[config.mk]
export PLATFORM = sky130hd
export DESIGN_NAME = pbfs_top
export DESIGN_NICKNAME = d
export VERILOG_FILES = /design/src/hdl/pbfs_pkg.sv /design/src/hdl/pbfs_sync.sv /design/src/hdl/pbfs_top.sv
export VERILOG_INCLUDE_DIRS = /design/src /design/src/hdl
export SDC_FILE = /design/constraint.sdc
export NUM_CORES = 1
export LEC_CHECK = 0
export ABC_AREA = 1
export ABC_CLOCK_PERIOD_IN_PS = 3400
export BUFFER_PORTS_ARGS = -buffer_cell sky130_fd_sc_hd__buf_2
export CAP_MARGIN = 20
export CORE_MARGIN = 8
export CORE_UTILIZATION = 40
export CTS_BUF_LIST = sky130_fd_sc_hd__clkbuf_4
export DETAILED_ROUTE_END_ITERATION = 6
export PLACE_DENSITY = 0.73
export SKIP_LAST_GASP = 1
export SYNTH_ARGS = -nofsm -noshare
export SYNTH_HDL_FRONTEND = slang
export SYNTH_SLANG_ARGS = --single-unit
[constraint.sdc]
create_clock -name CORE_CLK -period 3.4 [get_ports CORE_CLK]
set_input_delay 0.17 -clock CORE_CLK [delete_from_list [all_inputs] [get_ports CORE_CLK]]
set_output_delay 0.17 -clock CORE_CLK [all_outputs]
set_load 0.1 [all_outputs]
[src/hdl/pbfs_defs.svh]
`ifndef PBFS_DEFS_SVH
`define PBFS_DEFS_SVH

// ****************************************************************
// Register map
// ****************************************************************
`define PBFS_CTRL_ADDR    12'h000
`define PBFS_STATUS_ADDR  12'h004
`define PBFS_CTRL_RESET   16'h0000

// ****************************************************************
// Field positions in the control register
// ****************************************************************
`define PBFS_PB6_HI 13
`define PBFS_PB6_LO 12
`define PBFS_PB5_HI 11
`define PBFS_PB5_LO 10
`define PBFS_PB4_HI 9
`define PBFS_PB4_LO 8
`define PBFS_PB3_HI 7
`define PBFS_PB3_LO 6
`define PBFS_CTRL_MASK 16'h3FC0

// ****************************************************************
// Pin numbering within the group of four
// ****************************************************************
`define PBFS_PIN3 0
`define PBFS_PIN4 1
`define PBFS_PIN5 2
`define PBFS_PIN6 3

`endif

[src/hdl/pbfs_pkg.sv]
package pbfs_pkg;

	typedef enum logic [1:0] {
		PBFS_FN_PORT,
		PBFS_FN_IRQ,
		PBFS_FN_ALT2,
		PBFS_FN_ALT3
	} pbfs_fn_type;

	// Per-pin pad signals for the four pins (index 0 is bit 3).
	typedef struct packed {
		logic [3:0] out;
		logic [3:0] oe_n;
	} pbfs_pad_out_type;

	// Bus-side signals that may be routed to the pins.
	typedef struct packed {
		logic address_line_18;
		logic bus_grant_ack;
		logic read_write_strobe;
		logic upper_column_strobe;
		logic lower_column_strobe;
	} pbfs_bus_sig_type;

	// Inputs that the pins may feed.
	typedef struct packed {
		logic [3:0] ext_interrupt_request;
		logic [2:0] output_enable_input;
	} pbfs_pin_in_type;

endpackage

[src/hdl/pbfs_sync.sv]
`timescale 1ns/10ps
`default_nettype none

// Three-stage synchroniser; a change is accepted once stages two and three agree.
module pbfs_sync (
	input  wire logic       CORE_CLK,
	input  wire logic       RST,
	input  wire logic [3:0] async_in,
	output var  logic [3:0] sync_out
);
	logic [3:0] s1_q;
	logic [3:0] s2_q;
	logic [3:0] s3_q;

	always_ff @(posedge CORE_CLK) begin
		if (RST) begin
			s1_q <= 4'h0;
			s2_q <= 4'h0;
			s3_q <= 4'h0;
		end else begin
			s1_q <= async_in;
			s2_q <= s1_q;
			s3_q <= s2_q;
		end
	end

	always_ff @(posedge CORE_CLK) begin
		if (RST) begin
			sync_out <= 4'h0;
		end else begin
			for (int i = 0; i < 4; i++) begin
				if (s2_q[i] == s3_q[i]) begin
					sync_out[i] <= s3_q[i];
				end
			end
		end
	end
endmodule

`default_nettype wire

[src/hdl/pbfs_top.sv]
`timescale 1ns/10ps
`default_nettype none
`include "pbfs_defs.svh"

module pbfs_top (
	input  wire logic                       CORE_CLK,
	input  wire logic                       RST,
	input  wire logic                       PSEL,
	input  wire logic                       PENABLE,
	input  wire logic                       PWRITE,
	input  wire logic [11:0]                PADDR,
	input  wire logic [31:0]                PWDATA,
	output var  logic [31:0]                PRDATA,
	output var  logic                       PREADY,
	output var  logic                       PSLVERR,
	input  wire logic                       SINGLE_CHIP,
	input  wire logic [3:0]                 PORT_DATA_OUT,
	input  wire logic [3:0]                 PORT_DIR_OUT,
	input  wire pbfs_pkg::pbfs_bus_sig_type BUS_SIG,
	input  wire logic [3:0]                 PAD_IN,
	output var  pbfs_pkg::pbfs_pad_out_type PAD_OUT,
	output var  pbfs_pkg::pbfs_pin_in_type  PIN_IN,
	output var  logic [3:0]                 PORT_DATA_IN
);
	import pbfs_pkg::*;

	// ****************************************************************
	// Register file
	// ****************************************************************
	logic [15:0] ctrl_q;
	logic [3:0]  pad_sync;
	logic        single_chip_q;

	function automatic pbfs_fn_type field(input logic [15:0] r, input int lo);
		field = pbfs_fn_type'(r[lo +: 2]);
	endfunction

	wire access = PSEL && PENABLE;
	wire hit_ctrl = PADDR == `PBFS_CTRL_ADDR;
	wire hit_stat = PADDR == `PBFS_STATUS_ADDR;

	always_ff @(posedge CORE_CLK) begin
		if (RST) begin
			ctrl_q <= `PBFS_CTRL_RESET;
		end else if (access && PWRITE && hit_ctrl) begin
			ctrl_q <= PWDATA[15:0] & `PBFS_CTRL_MASK;
		end
	end

	always_ff @(posedge CORE_CLK) begin
		if (RST) begin
			PRDATA  <= 32'h0000_0000;
			PREADY  <= 1'b0;
			PSLVERR <= 1'b0;
		end else begin
			PREADY  <= PSEL && !PENABLE;
			PSLVERR <= PSEL && !PENABLE && !hit_ctrl && !hit_stat;
			if (PSEL && !PENABLE && !PWRITE && hit_ctrl) begin
				PRDATA <= {16'h0000, ctrl_q};
			end else if (PSEL && !PENABLE && !PWRITE && hit_stat) begin
				PRDATA <= {27'h0000000, single_chip_q, pad_sync};
			end else begin
				PRDATA <= 32'h0000_0000;
			end
		end
	end

	// ****************************************************************
	// Pin inputs
	// ****************************************************************
	logic [3:0] sc_sync;

	pbfs_sync u_sync (
		.CORE_CLK (CORE_CLK),
		.RST      (RST),
		.async_in (PAD_IN),
		.sync_out (pad_sync)
	);

	pbfs_sync u_mode_sync (
		.CORE_CLK (CORE_CLK),
		.RST      (RST),
		.async_in ({3'h0, SINGLE_CHIP}),
		.sync_out (sc_sync)
	);

	assign single_chip_q = sc_sync[0];

	// ****************************************************************
	// Function routing
	// ****************************************************************
	pbfs_fn_type f6;
	pbfs_fn_type f5;
	pbfs_fn_type f4;
	pbfs_fn_type f3;
	logic        use_p6;
	logic        use_p5;
	logic        use_p4;
	logic        use_p3;
	logic        drive_p6;
	logic        drive_p5;
	logic        drive_p4;
	logic        drive_p3;
	logic        alt_p6;
	logic        alt_p5;
	logic        alt_p4;
	logic        alt_p3;
	logic [3:0]  use_port;
	logic [3:0]  alt_out;
	logic [3:0]  alt_drive;

	assign f6 = field(ctrl_q, `PBFS_PB6_LO);
	assign f5 = field(ctrl_q, `PBFS_PB5_LO);
	assign f4 = field(ctrl_q, `PBFS_PB4_LO);
	assign f3 = field(ctrl_q, `PBFS_PB3_LO);

	// ****************************************************************
	// Pin 6: port, request 4, address line 18 or bus grant acknowledge
	// ****************************************************************
	always_comb begin
		use_p6   = 1'b0;
		drive_p6 = 1'b0;
		alt_p6   = 1'b0;
		case (f6)
			PBFS_FN_PORT: begin
				use_p6 = 1'b1;
			end
			PBFS_FN_IRQ: begin
				use_p6 = 1'b0;
			end
			PBFS_FN_ALT2: begin
				use_p6   = single_chip_q;
				drive_p6 = 1'b1;
				alt_p6   = BUS_SIG.address_line_18;
			end
			PBFS_FN_ALT3: begin
				use_p6   = single_chip_q;
				drive_p6 = 1'b1;
				alt_p6   = BUS_SIG.bus_grant_ack;
			end
			default: begin
				use_p6 = 1'b1;
			end
		endcase
	end

	// ****************************************************************
	// Pin 5: port, request 3, output enable input 3 or read/write strobe
	// ****************************************************************
	always_comb begin
		use_p5   = 1'b0;
		drive_p5 = 1'b0;
		alt_p5   = 1'b0;
		case (f5)
			PBFS_FN_PORT: begin
				use_p5 = 1'b1;
			end
			PBFS_FN_IRQ: begin
				use_p5 = 1'b0;
			end
			PBFS_FN_ALT2: begin
				use_p5 = 1'b0;
			end
			PBFS_FN_ALT3: begin
				drive_p5 = 1'b1;
				alt_p5   = BUS_SIG.read_write_strobe;
			end
			default: begin
				use_p5 = 1'b1;
			end
		endcase
	end

	// ****************************************************************
	// Pin 4: port, request 2, output enable input 2 or upper column strobe
	// ****************************************************************
	always_comb begin
		use_p4   = 1'b0;
		drive_p4 = 1'b0;
		alt_p4   = 1'b0;
		case (f4)
			PBFS_FN_PORT: begin
				use_p4 = 1'b1;
			end
			PBFS_FN_IRQ: begin
				use_p4 = 1'b0;
			end
			PBFS_FN_ALT2: begin
				use_p4 = 1'b0;
			end
			PBFS_FN_ALT3: begin
				use_p4   = single_chip_q;
				drive_p4 = 1'b1;
				alt_p4   = BUS_SIG.upper_column_strobe;
			end
			default: begin
				use_p4 = 1'b1;
			end
		endcase
	end

	// ****************************************************************
	// Pin 3: port, request 1, output enable input 1 or lower column strobe
	// ****************************************************************
	always_comb begin
		use_p3   = 1'b0;
		drive_p3 = 1'b0;
		alt_p3   = 1'b0;
		case (f3)
			PBFS_FN_PORT: begin
				use_p3 = 1'b1;
			end
			PBFS_FN_IRQ: begin
				use_p3 = 1'b0;
			end
			PBFS_FN_ALT2: begin
				use_p3 = 1'b0;
			end
			PBFS_FN_ALT3: begin
				use_p3   = single_chip_q;
				drive_p3 = 1'b1;
				alt_p3   = BUS_SIG.lower_column_strobe;
			end
			default: begin
				use_p3 = 1'b1;
			end
		endcase
	end

	// Index 0 is pin 3 and index 3 is pin 6, as in the pad structs.
	assign use_port  = {use_p6, use_p5, use_p4, use_p3};
	assign alt_drive = {drive_p6, drive_p5, drive_p4, drive_p3};
	assign alt_out   = {alt_p6, alt_p5, alt_p4, alt_p3};

	// Pad drivers and routed inputs are registered so every output leaves a flip-flop.
	always_ff @(posedge CORE_CLK) begin
		if (RST) begin
			PAD_OUT      <= '{out: 4'h0, oe_n: 4'hF};
			PIN_IN       <= '{ext_interrupt_request: 4'h0, output_enable_input: 3'h0};
			PORT_DATA_IN <= 4'h0;
		end else begin
			for (int i = 0; i < 4; i++) begin
				if (use_port[i]) begin
					PAD_OUT.out[i]  <= PORT_DATA_OUT[i];
					PAD_OUT.oe_n[i] <= !PORT_DIR_OUT[i];
				end else begin
					PAD_OUT.out[i]  <= alt_out[i];
					PAD_OUT.oe_n[i] <= !alt_drive[i];
				end
			end
			PORT_DATA_IN <= pad_sync & use_port;
			PIN_IN.ext_interrupt_request <= {f6 == PBFS_FN_IRQ, f5 == PBFS_FN_IRQ,
				f4 == PBFS_FN_IRQ, f3 == PBFS_FN_IRQ} & pad_sync;
			PIN_IN.output_enable_input <= {f5 == PBFS_FN_ALT2, f4 == PBFS_FN_ALT2,
				f3 == PBFS_FN_ALT2} & pad_sync[2:0];
		end
	end
endmodule

`default_nettype wire

==> results.py, run 1 <==
metrics = {
    "worst_setup_path": {
        "r2r.worst_path.cells": 6,
        "endpoint_kind": "output port",
        "reg2reg_from": "ctrl_q[6]$_SDFFE_PP0P_",
        "slowest_delay_ps": 430,
        "endpoint": "PRDATA[9]",
        "start_kind": "flip-flop",
        "crit_start": "PRDATA[9]$_SDFF_PP0_",
        "worst_r2r_endpoint": "PAD_OUT[4]$_SDFF_PP0_",
        "cp_data_required_time_ps": 3230,
        "cp.depth": 1,
        "crit_buf_inv": 1,
        "critPathKind": "flip-flop to output port",
        "r2r_slack_ps": 2140,
        "cp_top_family": "buffers and inverters",
        "crit_fanout": 1,
        "worstPathArrival_ps": 1140,
        "crit_slowest_cell": "buf_2",
        "path_cells": "buf_2",
    },
    "power": {
        "p_comb_share_pct": 15.6,
        "vdd_drop_max_uv": 213,
        "intPower_uw": 926,
        "switching_power_uw": 418,
        "seqPwrFrac_pct": 55.3,
        "powerDensity_nw_per_um2": 464,
        "swShare_pct": 31.1,
        "p_leak_uw": 0.00145,
        "power_frac_clock_pct": 29.1,
        "p_total_uw": 1340,
    },
    "floorplan": {
        "core-area_um2": 5820,
        "dieWidth_um": 92.8,
        "pin_count": 120,
        "die_height_um": 92.8,
        "die_area_um2": 8610,
        "row_count": 28,
        "initial_core_util_pct": 40.5,
    },
    "drt": {
        "drt_pre_antenna_iters": 4,
        "dr.first_iter.drc_count": 84,
        "vias": 1888,
        "routed_wl_mm": 4.84,
        "vias_per_cell": 4.15,
        "antenna_left": 0,
        "drc_errors": 0,
        "wl_per_cell_um": 10.6,
    },
    "grt": {
        "grt_use_total_pct": 11.7,
        "grt_pass1_wl_mm": 8.11,
        "grt_antenna_before_repair": 0,
        "grt_max_degree": 36,
        "grt_overflow": 0,
        "grt_pass1_vias": 1877,
    },
    "sta": {
        "finalMaxSlewViolations": 0,
        "hold_slack_ps": 31.4,
        "fin_skew_ps": 13.3,
        "fmax_ghz": 0.761,
        "post-route-min-period_ps": 1310,
        "tightest_slew_ps": 666,
        "setup_violations": 0,
        "period_share_pct": 38.6,
        "grt_setup_unrepaired": "no",
        "setup-tns-final_ps": 0,
        "slew_headroom_pct": 55.6,
        "hold_viol_final": 0,
    },
    "cts": {
        "clock_latency_ps": 380,
        "cts_tree": "yes",
        "clockRootBuffer": "clkbuf_4",
        "cts_setup_buffers": 0,
        "clock-sinks": 62,
        "cts.repair.resized": 0,
        "ctsHoldBuffers": 8,
        "cts.clk_slew.worst_paths_ps": 100,
        "htreeDepth": 3,
        "cts_buffer_depth": 2,
        "cts_buffers": 9,
    },
    "cells_and_area": {
        "diodes": 0,
        "final_nets": 449,
        "fill_cells": 572,
        "layout_commonest_cell": "buf_2",
        "drive_gt1_share_pct": 25.5,
        "fin_cells": 455,
        "mostFrequentLayoutCells": "76 x buf_2, 62 x dfxtp_1, 59 x nor2_1",
        "area_growth_pct": 22.9,
    },
    "synth": {
        "ys_seq_area_share_pct": 52.7,
        "ys_ff_latch": 62,
        "ys_warn_count": 0,
        "syn_area_per_cell_um2": 8.16,
        "synth_cell_types": 23,
        "netlist_instances": 289,
        "synth_area_um2": 2360,
    },
    "job": {
        "max_cap_violations": 0,
    },
    "place": {
        "place_hpwl_mm": 3.68,
        "port_buffers": 76,
        "gp_congestion": 0.758,
        "place_inst": 432,
    },
    "min_path": {
        "hold_path_class": "primary input to flip-flop",
    },
    "status": {
        "status": "finished, final reports clean",
    },
}
==> metal layers <==
layer	vias to the layer above	share of wire, %	global-route usage (%)
met3	4	8.2	5.58
met1	821	44	12.8
met5	-	0	0
li1	1010	-	-
met4	0	0.87	3.62
met2	53	47	19.6
==> metrics by stage <==
step                      area (um^2)  util [%]  setup slack [ps]
after floorplan                  2420         -              2290
after global placement           2720      46.7              1990
after detailed placement         2720      46.7              1970
after CTS                        2900      49.8              2060
after global routing             2900      49.8              1990
final                            2900      49.8              2090
==> power groups by stage <==
stage                     registers [uW]  clock network (uW)  logic [uW]
after floorplan                      805                   0         140
after global placement               759                   0         200
after detailed placement             760                   0         202
after CTS                            743                 409         209
after global routing                 745                 438         221
final                                743                 391         210
==> kinds of logic after synthesis <==
family                     after synthesis  synth area share, %
and+or+nand+nor                        119                 22.4
buffers and inverters                   80                 16.4
adders and majority gates                6                 3.18
DFF                                     62                 52.7
other                                    1                0.159
AOI/OAI and AO/OA                       21                 5.20
==> Yosys cell counts <==
| cell type | n | area (um^2) |
|---|---|---|
| a211oi_1 | 5 | 37.5 |
| a21oi_1 | 10 | 50.1 |
| buf_2 | 3 | 15.0 |
| buf_4 | 20 | 150 |
| buf_6 | 1 | 11.3 |
| clkbuf_1 | 2 | 7.51 |
| conb_1 | 1 | 3.75 |
| dfxtp_1 | 62 | 1240 |
| ha_1 | 6 | 75.1 |
| inv_1 | 54 | 203 |
| nand2_1 | 38 | 143 |
| nand3_1 | 2 | 10.0 |
| nand3_2 | 1 | 10.0 |
| nand3_4 | 1 | 17.5 |
| nand4_1 | 8 | 50.1 |
| nor2_1 | 59 | 221 |
| nor2_4 | 3 | 33.8 |
| nor3_1 | 4 | 20.0 |
| nor3_2 | 1 | 10.0 |
| nor4_1 | 2 | 12.5 |
| o211ai_1 | 1 | 7.51 |
| o21a_1 | 1 | 7.51 |
| o21ai_0 | 4 | 20.0 |
==> state kept, by name, summed over array words and instances, names as in the netlist <==
signal,flops
PSLVERR,1
ctrl_q,8
u_sync.s2_q,4
u_sync.sync_out,4
u_sync.s1_q,4
PRDATA,13
PREADY,1
u_mode_sync.s3_q,1
PIN_IN,7
u_mode_sync.sync_out,1
u_mode_sync.s2_q,1
u_mode_sync.s1_q,1
PAD_OUT,8
PORT_DATA_IN,4
u_sync.s3_q,4
==> worst register-to-register path: cells and delay by family (launching register included) <==
family | cells | cell delay, ps
AOI/OAI and AO/OA | 1 | 60
adders and majority gates | 1 | 290
buffers and inverters | 1 | 90
DFF | 1 | 380
and+or+nand+nor | 3 | 320
==> worst min path at each step <==
stage / start / end / cells after the start
finish: PORT_DATA_OUT[2] / PAD_OUT[6]$_SDFF_PP0_ / 3
detailed placement: PORT_DIR_OUT[1] / PAD_OUT[1]$_SDFF_PP1_ / 2
floorplan: SINGLE_CHIP / u_mode_sync.s1_q[0]$_SDFF_PP0_ / 2
CTS: PORT_DATA_OUT[0] / PAD_OUT[4]$_SDFF_PP0_ / 3
global route: PORT_DATA_OUT[3] / PAD_OUT[7]$_SDFF_PP0_ / 3
global placement: PORT_DIR_OUT[1] / PAD_OUT[1]$_SDFF_PP1_ / 2
==> area by class of cell <==
cell class	count	area, um^2	area share [%]
clock buffer	10	75.1	2.59
clock inverter	5	27.5	0.950
inverter	54	203	6.99
multi-input combinational	165	797	27.5
sequential	62	1240	42.8
tap	75	93.8	3.24
timing repair buffer	84	460	15.9
No activity file was read; power rests on OpenSTA's default activity.
==> inputs of run 2 (changes only) <==
--- a/config.mk
+++ b/config.mk
@@ -7,14 +7,14 @@
 export NUM_CORES = 1
 export LEC_CHECK = 0
 export ABC_AREA = 1
-export ABC_CLOCK_PERIOD_IN_PS = 3400
+export ABC_CLOCK_PERIOD_IN_PS = 1100
 export BUFFER_PORTS_ARGS = -buffer_cell sky130_fd_sc_hd__buf_2
 export CAP_MARGIN = 20
 export CORE_MARGIN = 8
 export CORE_UTILIZATION = 40
 export CTS_BUF_LIST = sky130_fd_sc_hd__clkbuf_4
 export DETAILED_ROUTE_END_ITERATION = 6
-export PLACE_DENSITY = 0.73
+export PLACE_DENSITY = 0.76
 export SKIP_LAST_GASP = 1
 export SYNTH_ARGS = -nofsm -noshare
 export SYNTH_HDL_FRONTEND = slang
==> constraint.sdc (replaced) <==
create_clock -name CORE_CLK -period 1.1 [get_ports CORE_CLK]
set_input_delay 0.055 -clock CORE_CLK [delete_from_list [all_inputs] [get_ports CORE_CLK]]
set_output_delay 0.055 -clock CORE_CLK [all_outputs]
set_load 0.1 [all_outputs]
==> run 2 against run 1 <==
Effect of this change:
- the flow now finishes with violations (hold timing)
- clock skew about the same
- combinational power rose to 3.6 times the previous value
- sequential share of layout area down 8.5 points
- power rose to 3.6 times the previous value
- largest power group unchanged
==> results.py, run 2 (same netlist as run 1, synthesis figures left out) <==
metrics = {
    "floorplan": {
        "initial_core_util_pct": 40.5,
        "row_count": 28,
        "dieWidth_um": 92.8,
        "core-area_um2": 5820,
        "pin_count": 120,
        "die_area_um2": 8610,
        "die_height_um": 92.8,
    },
    "place": {
        "place_hpwl_mm": 3.98,
        "gp_congestion": 0.795,
        "place_inst": 439,
        "place_area_um2": 2980,
        "port_buffers": 76,
    },
    "grt": {
        "grt_max_degree": 24,
        "grt_use_total_pct": 14.4,
        "grt_pass1_wl_mm": 9.59,
        "grt_pass1_vias": 2133,
        "grt_antenna_before_repair": 0,
        "grt_overflow": 0,
    },
    "worst_setup_path": {
        "start_kind": "flip-flop",
        "crit_buf_inv": 1,
        "crit_slowest_cell": "dfxtp_2",
        "worstPathArrival_ps": 1400,
        "path_cells": "inv_1 > ha_1 > nor2_2 > nor2_1 > nand2_1 > a21oi_1",
        "cp_top_family": "flip-flops",
        "endpoint_kind": "flip-flop",
        "cp_data_required_time_ps": 1410,
        "r2r.worst_path.cells": 6,
        "crit_fanout": 3,
        "cp.depth": 6,
        "critPathKind": "flip-flop to flip-flop",
        "slowest_delay_ps": 350,
    },
    "cells_and_area": {
        "drive_gt1_share_pct": 30.1,
        "top_register": "PRDATA",
        "mostFrequentLayoutCells": "55 x dfxtp_1, 54 x nor2_1, 52 x inv_1",
        "fin_cells": 484,
        "design_area_um2": 3640,
        "top_regs": "PRDATA: 13 flops, PAD_OUT: 8 flops, ctrl_q: 8 flops",
        "diodes": 0,
        "final_nets": 477,
        "largest_reg_flops": 13,
        "layout_commonest_cell": "dfxtp_1",
        "fin_util_pct": 62.7,
        "area_growth_pct": 54.6,
    },
    "min_path": {
        "hold_path_class": "primary input to flip-flop",
        "hold_depth": 4,
    },
    "drt": {
        "dr.first_iter.drc_count": 60,
        "drc_errors": 0,
        "routed_wl_mm": 6.06,
        "drt_pre_antenna_iters": 4,
        "wl_per_cell_um": 12.5,
        "vias_per_cell": 4.28,
        "antenna_left": 0,
        "vias": 2070,
    },
    "power": {
        "vdd_drop_max_uv": 809,
        "p_leak_uw": 0.00167,
        "powerDensity_nw_per_um2": 1340,
    },
    "job": {
        "max_cap_violations": 0,
    },
    "cts": {
        "clock-sinks": 62,
        "clock_latency_ps": 410,
        "clockRootBuffer": "clkbuf_4",
        "cts_buffers": 9,
        "cts.clk_slew.worst_paths_ps": 110,
        "cts_buffer_depth": 2,
        "htreeDepth": 3,
        "cts_tree": "yes",
    },
    "sta": {
        "setup-tns-final_ps": 0,
        "post-route-min-period_ps": 1090,
        "hold_slack_ps": -0.156,
        "finalMaxSlewViolations": 0,
        "grt_setup_unrepaired": "yes",
        "fin_skew_ps": 13.0,
        "hold_viol_final": 1,
        "period_share_pct": 99.4,
        "setup_violations": 0,
        "fmax_ghz": 0.915,
    },
    "status": {
        "violations": "hold timing",
        "status": "finished, violations left",
    },
}
[run 2: cell count changes in the layout (fill, tap and decap cells not counted), moves of 5 or more]
cell	change
buf_2	-34
dlygate4sd3_1	+20
buf_6	+17
buf_12	+15
dfxtp_1	-7
dfxtp_2	+6
buf_4	+7
nor2_1	-5
[run 2: area by class of cell]
| type | count | area (um^2) |
|---|---|---|
| fill | 486 | 2170 |
| sequential | 62 | 1250 |
| timing repair buffer | 112 | 1080 |
| multi-input combinational | 165 | 850 |
| inverter | 54 | 203 |
| clock inverter | 7 | 97.6 |
| tap | 75 | 93.8 |
| clock buffer | 9 | 67.6 |
[run 2: final timing paths]
check                            start                        end  slack, ps
max             ctrl_q[8]$_SDFFE_PP0P_      PAD_OUT[5]$_SDFF_PP0_          7
min                             PWRITE       PRDATA[3]$_SDFF_PP0_       -0.2
max reg2reg     ctrl_q[8]$_SDFFE_PP0P_      PAD_OUT[5]$_SDFF_PP0_          7
min reg2reg  u_sync.s1_q[3]$_SDFF_PP0_  u_sync.s2_q[3]$_SDFF_PP0_        400
[run 2: power breakdown]
part | internal [uW] | switching [uW]
sequential | 2280 | 20.2
clock | 927 | 887
combinational | 209 | 550
total | 3420 | 1460
[run 2: timing repair]
item	in CTS	in global routing
endpoints found under the hold margin	23	0
buffers inserted	1	0
hold buffers	28	0
pin swaps	4	2
setup endpoints to repair	24	31
gates resized for setup	28	38
[run 2: stage by stage]
stage / power [uW] / worst slack, ps
floorplan: 2920 / 9.08
global placement: 2990 / -55.6
detailed placement: 3000 / -87.5
CTS: 4900 / -24.5
global route: 5080 / -63.0
finish: 4880 / 6.58
[run 2: worst reg2reg max path: cells and delay by family (launching register included)]
family | cells | cell delay (ps)
AOI/OAI and AO/OA | 1 | 50
and+or+nand+nor | 3 | 240
DFF | 1 | 350
adders and majority gates | 1 | 290
buffers and inverters | 1 | 60
[run 2: metal layers]
metal	part of all wire, %	global-route usage, %	vias to the layer above
met3	7.7	6.39	12
met1	37	13.5	919
met2	53	25.6	69
met4	2.2	7.79	0
met5	0	0	-
li1	-	-	1070
==> inputs of run 3 (changes only) <==
--- a/config.mk
+++ b/config.mk
@@ -7,14 +7,14 @@
 export NUM_CORES = 1
 export LEC_CHECK = 0
 export ABC_AREA = 1
-export ABC_CLOCK_PERIOD_IN_PS = 1100
-export BUFFER_PORTS_ARGS = -buffer_cell sky130_fd_sc_hd__buf_2
+export ABC_CLOCK_PERIOD_IN_PS = 1300
 export CAP_MARGIN = 20
 export CORE_MARGIN = 8
 export CORE_UTILIZATION = 40
 export CTS_BUF_LIST = sky130_fd_sc_hd__clkbuf_4
 export DETAILED_ROUTE_END_ITERATION = 6
-export PLACE_DENSITY = 0.76
+export DONT_BUFFER_PORTS = 1
+export PLACE_DENSITY = 0.55
 export SKIP_LAST_GASP = 1
 export SYNTH_ARGS = -nofsm -noshare
 export SYNTH_HDL_FRONTEND = slang
==> constraint.sdc (replaced) <==
create_clock -name CORE_CLK -period 1.3 [get_ports CORE_CLK]
set_input_delay 0.065 -clock CORE_CLK [delete_from_list [all_inputs] [get_ports CORE_CLK]]
set_output_delay 0.065 -clock CORE_CLK [all_outputs]
set_load 0.1 [all_outputs]
==> run 3 against run 2 <==
Effect of this change:
- the run now ends clean
- sequential power decreased by 16%
- worst setup slack better by 23 ps
- global-route usage shrank 1.4 points
- power fell by 19%
- sequential share of layout area up 5.7 points
- via count is 10% lower
- die area unchanged
- clock-buffer cell count is 2 higher
- register-to-register slack improved by 20 ps
- cell count is 9.1% lower
- largest cell class unchanged
- largest power group unchanged
- highest routed layer unchanged
==> results.py, run 3 (same netlist as run 1, synthesis figures left out) <==
metrics = {
    "cells_and_area": {
        "final_nets": 433,
        "mostFrequentLayoutCells": "62 x dfxtp_1, 57 x nor2_1, 54 x inv_1",
        "drive_gt1_share_pct": 16.2,
        "fin_util_pct": 53.3,
        "diodes": 0,
        "top_register": "PRDATA",
        "area_growth_pct": 31.5,
        "design_area_um2": 3100,
        "layout_commonest_cell": "dfxtp_1",
        "fin_cells": 440,
        "largest_reg_flops": 13,
        "top_regs": "PRDATA: 13 flops, PAD_OUT: 8 flops, ctrl_q: 8 flops",
    },
    "floorplan": {
        "die_area_um2": 8610,
        "initial_core_util_pct": 40.5,
        "dieWidth_um": 92.8,
        "core-area_um2": 5820,
        "die_height_um": 92.8,
        "row_count": 28,
        "pin_count": 120,
    },
    "place": {
        "place_inst": 391,
        "gp_congestion": 0.740,
        "place_hpwl_mm": 3.52,
        "port_buffers": 0,
        "place_area_um2": 2600,
    },
    "worst_setup_path": {
        "worstPathArrival_ps": 1610,
        "r2r_slack_ps": 30,
        "worst_r2r_endpoint": "PAD_OUT[6]$_SDFF_PP0_",
        "critPathKind": "flip-flop to flip-flop",
        "reg2reg_from": "ctrl_q[11]$_SDFFE_PP0P_",
        "crit_fanout": 5,
        "cp_data_required_time_ps": 1640,
        "r2r.worst_path.cells": 3,
        "start_kind": "flip-flop",
        "endpoint_kind": "flip-flop",
    },
    "cts": {
        "cts_buffer_depth": 2,
        "cts.clk_slew.worst_paths_ps": 100,
        "cts_setup_buffers": 0,
        "clockRootBuffer": "clkbuf_4",
        "htreeDepth": 3,
        "cts_buffers": 9,
        "clock-sinks": 62,
        "cts_tree": "yes",
        "clock_latency_ps": 390,
    },
    "grt": {
        "grt_use_total_pct": 13.0,
        "grt_pass1_vias": 1845,
        "grt_overflow": 0,
        "grt_pass1_wl_mm": 8.82,
        "grt_max_degree": 36,
        "grt_antenna_before_repair": 0,
    },
    "min_path": {
        "hold_depth": 5,
        "hold_path_class": "primary input to flip-flop",
        "min_from": "PSEL",
        "min_to": "ctrl_q[13]$_SDFFE_PP0P_",
    },
    "power": {
        "powerDensity_nw_per_um2": 1280,
        "p_total_uw": 3970,
        "vdd_drop_max_uv": 623,
        "p_leak_uw": 0.00143,
    },
    "job": {
        "max_cap_violations": 0,
    },
    "drt": {
        "vias_per_cell": 4.23,
        "routed_wl_mm": 5.23,
        "drc_errors": 0,
        "wl_per_cell_um": 11.9,
        "antenna_left": 0,
        "drt_pre_antenna_iters": 4,
        "dr.first_iter.drc_count": 89,
        "vias": 1859,
    },
    "sta": {
        "fin_skew_ps": 7.54,
        "setup_violations": 0,
        "fmax_ghz": 0.787,
        "setup-tns-final_ps": 0,
        "period_share_pct": 97.8,
        "finalMaxSlewViolations": 0,
        "hold_viol_final": 0,
        "grt_setup_unrepaired": "yes",
        "post-route-min-period_ps": 1270,
    },
    "status": {
        "status": "finished, final reports clean",
    },
}
==> run 3: changes by cell type in the layout (fill, tap and decap cells not counted), moves of 3 or more <==
cell / change
dfxtp_2: -6
buf_12: -14
buf_4: +28
dlygate4sd3_1: +4
nor2_1: +3
buf_8: -3
buf_6: -17
buf_2: -42
dfxtp_1: +7
==> run 3: final cells by class <==
cell class              instances  area [um^2]
clock buffers                  11         82.6
clock inverters                 5         73.8
fillers                       565         2720
inverters                      54          203
multi-input cells             165          802
flip-flops and latches         62         1240
well taps                      75         93.8
repair buffers                 68          603
==> run 3: metal layers <==
| metal | share of wire (%) | track usage, % | wire, um |
|---|---|---|---|
| met5 | 0 | 0 | 0 |
| met4 | 1.1 | 5.23 | 59 |
| met3 | 7.3 | 5.58 | 383 |
| met2 | 48 | 21.2 | 2540 |
| met1 | 43 | 14.6 | 2250 |
==> run 3: through the flow <==
| step | worst slack [ps] | hold WS (ps) |
|---|---|---|
| 3_3_place_gp | 103 | 142 |
| 2_1_floorplan | 193 | 172 |
| 3_5_place_dp | 88.0 | 142 |
| 6_report | 29.1 | 68.5 |
| 5_1_grt | -43.2 | 71.5 |
| 4_1_cts | 32.6 | 45.4 |
==> run 3: worst max path at each step <==
stage / start / end / slack (ps)
final: ctrl_q[11]$_SDFFE_PP0P_ / PAD_OUT[6]$_SDFF_PP0_ / 30
after floorplan: ctrl_q[6]$_SDFFE_PP0P_ / PAD_OUT[4]$_SDFF_PP0_ / 190
after global routing: ctrl_q[10]$_SDFFE_PP0P_ / PAD_OUT[6]$_SDFF_PP0_ / -40
after CTS: ctrl_q[10]$_SDFFE_PP0P_ / PAD_OUT[6]$_SDFF_PP0_ / 30
after detailed placement: ctrl_q[6]$_SDFFE_PP0P_ / PAD_OUT[4]$_SDFF_PP0_ / 90
after global placement: ctrl_q[8]$_SDFFE_PP0P_ / PAD_OUT[5]$_SDFF_PP0_ / 100
==> run 3: worst max-delay path, stage by stage, from the launching register on <==
cell,delay (ps)
dfxtp_1,420
nand3_1,100
a21oi_1,140
dlygate4sd3_1,560
==> run 3: power breakdown <==
group          total, uW  internal (uW)  leakage, uW  switching, uW
Combinational        567            117     0.000842            450
Clock               1460            812    0.0000883            644
Sequential          1940           1930     0.000505           11.4
Total               3970           2860      0.00143           1110
==> run 3: repair_timing <==
item,4_1_cts,5_1_grt
setup endpoints to repair,0,3
resized for setup,0,2
hold buffers,33,0
endpoints found under the hold margin,52,0
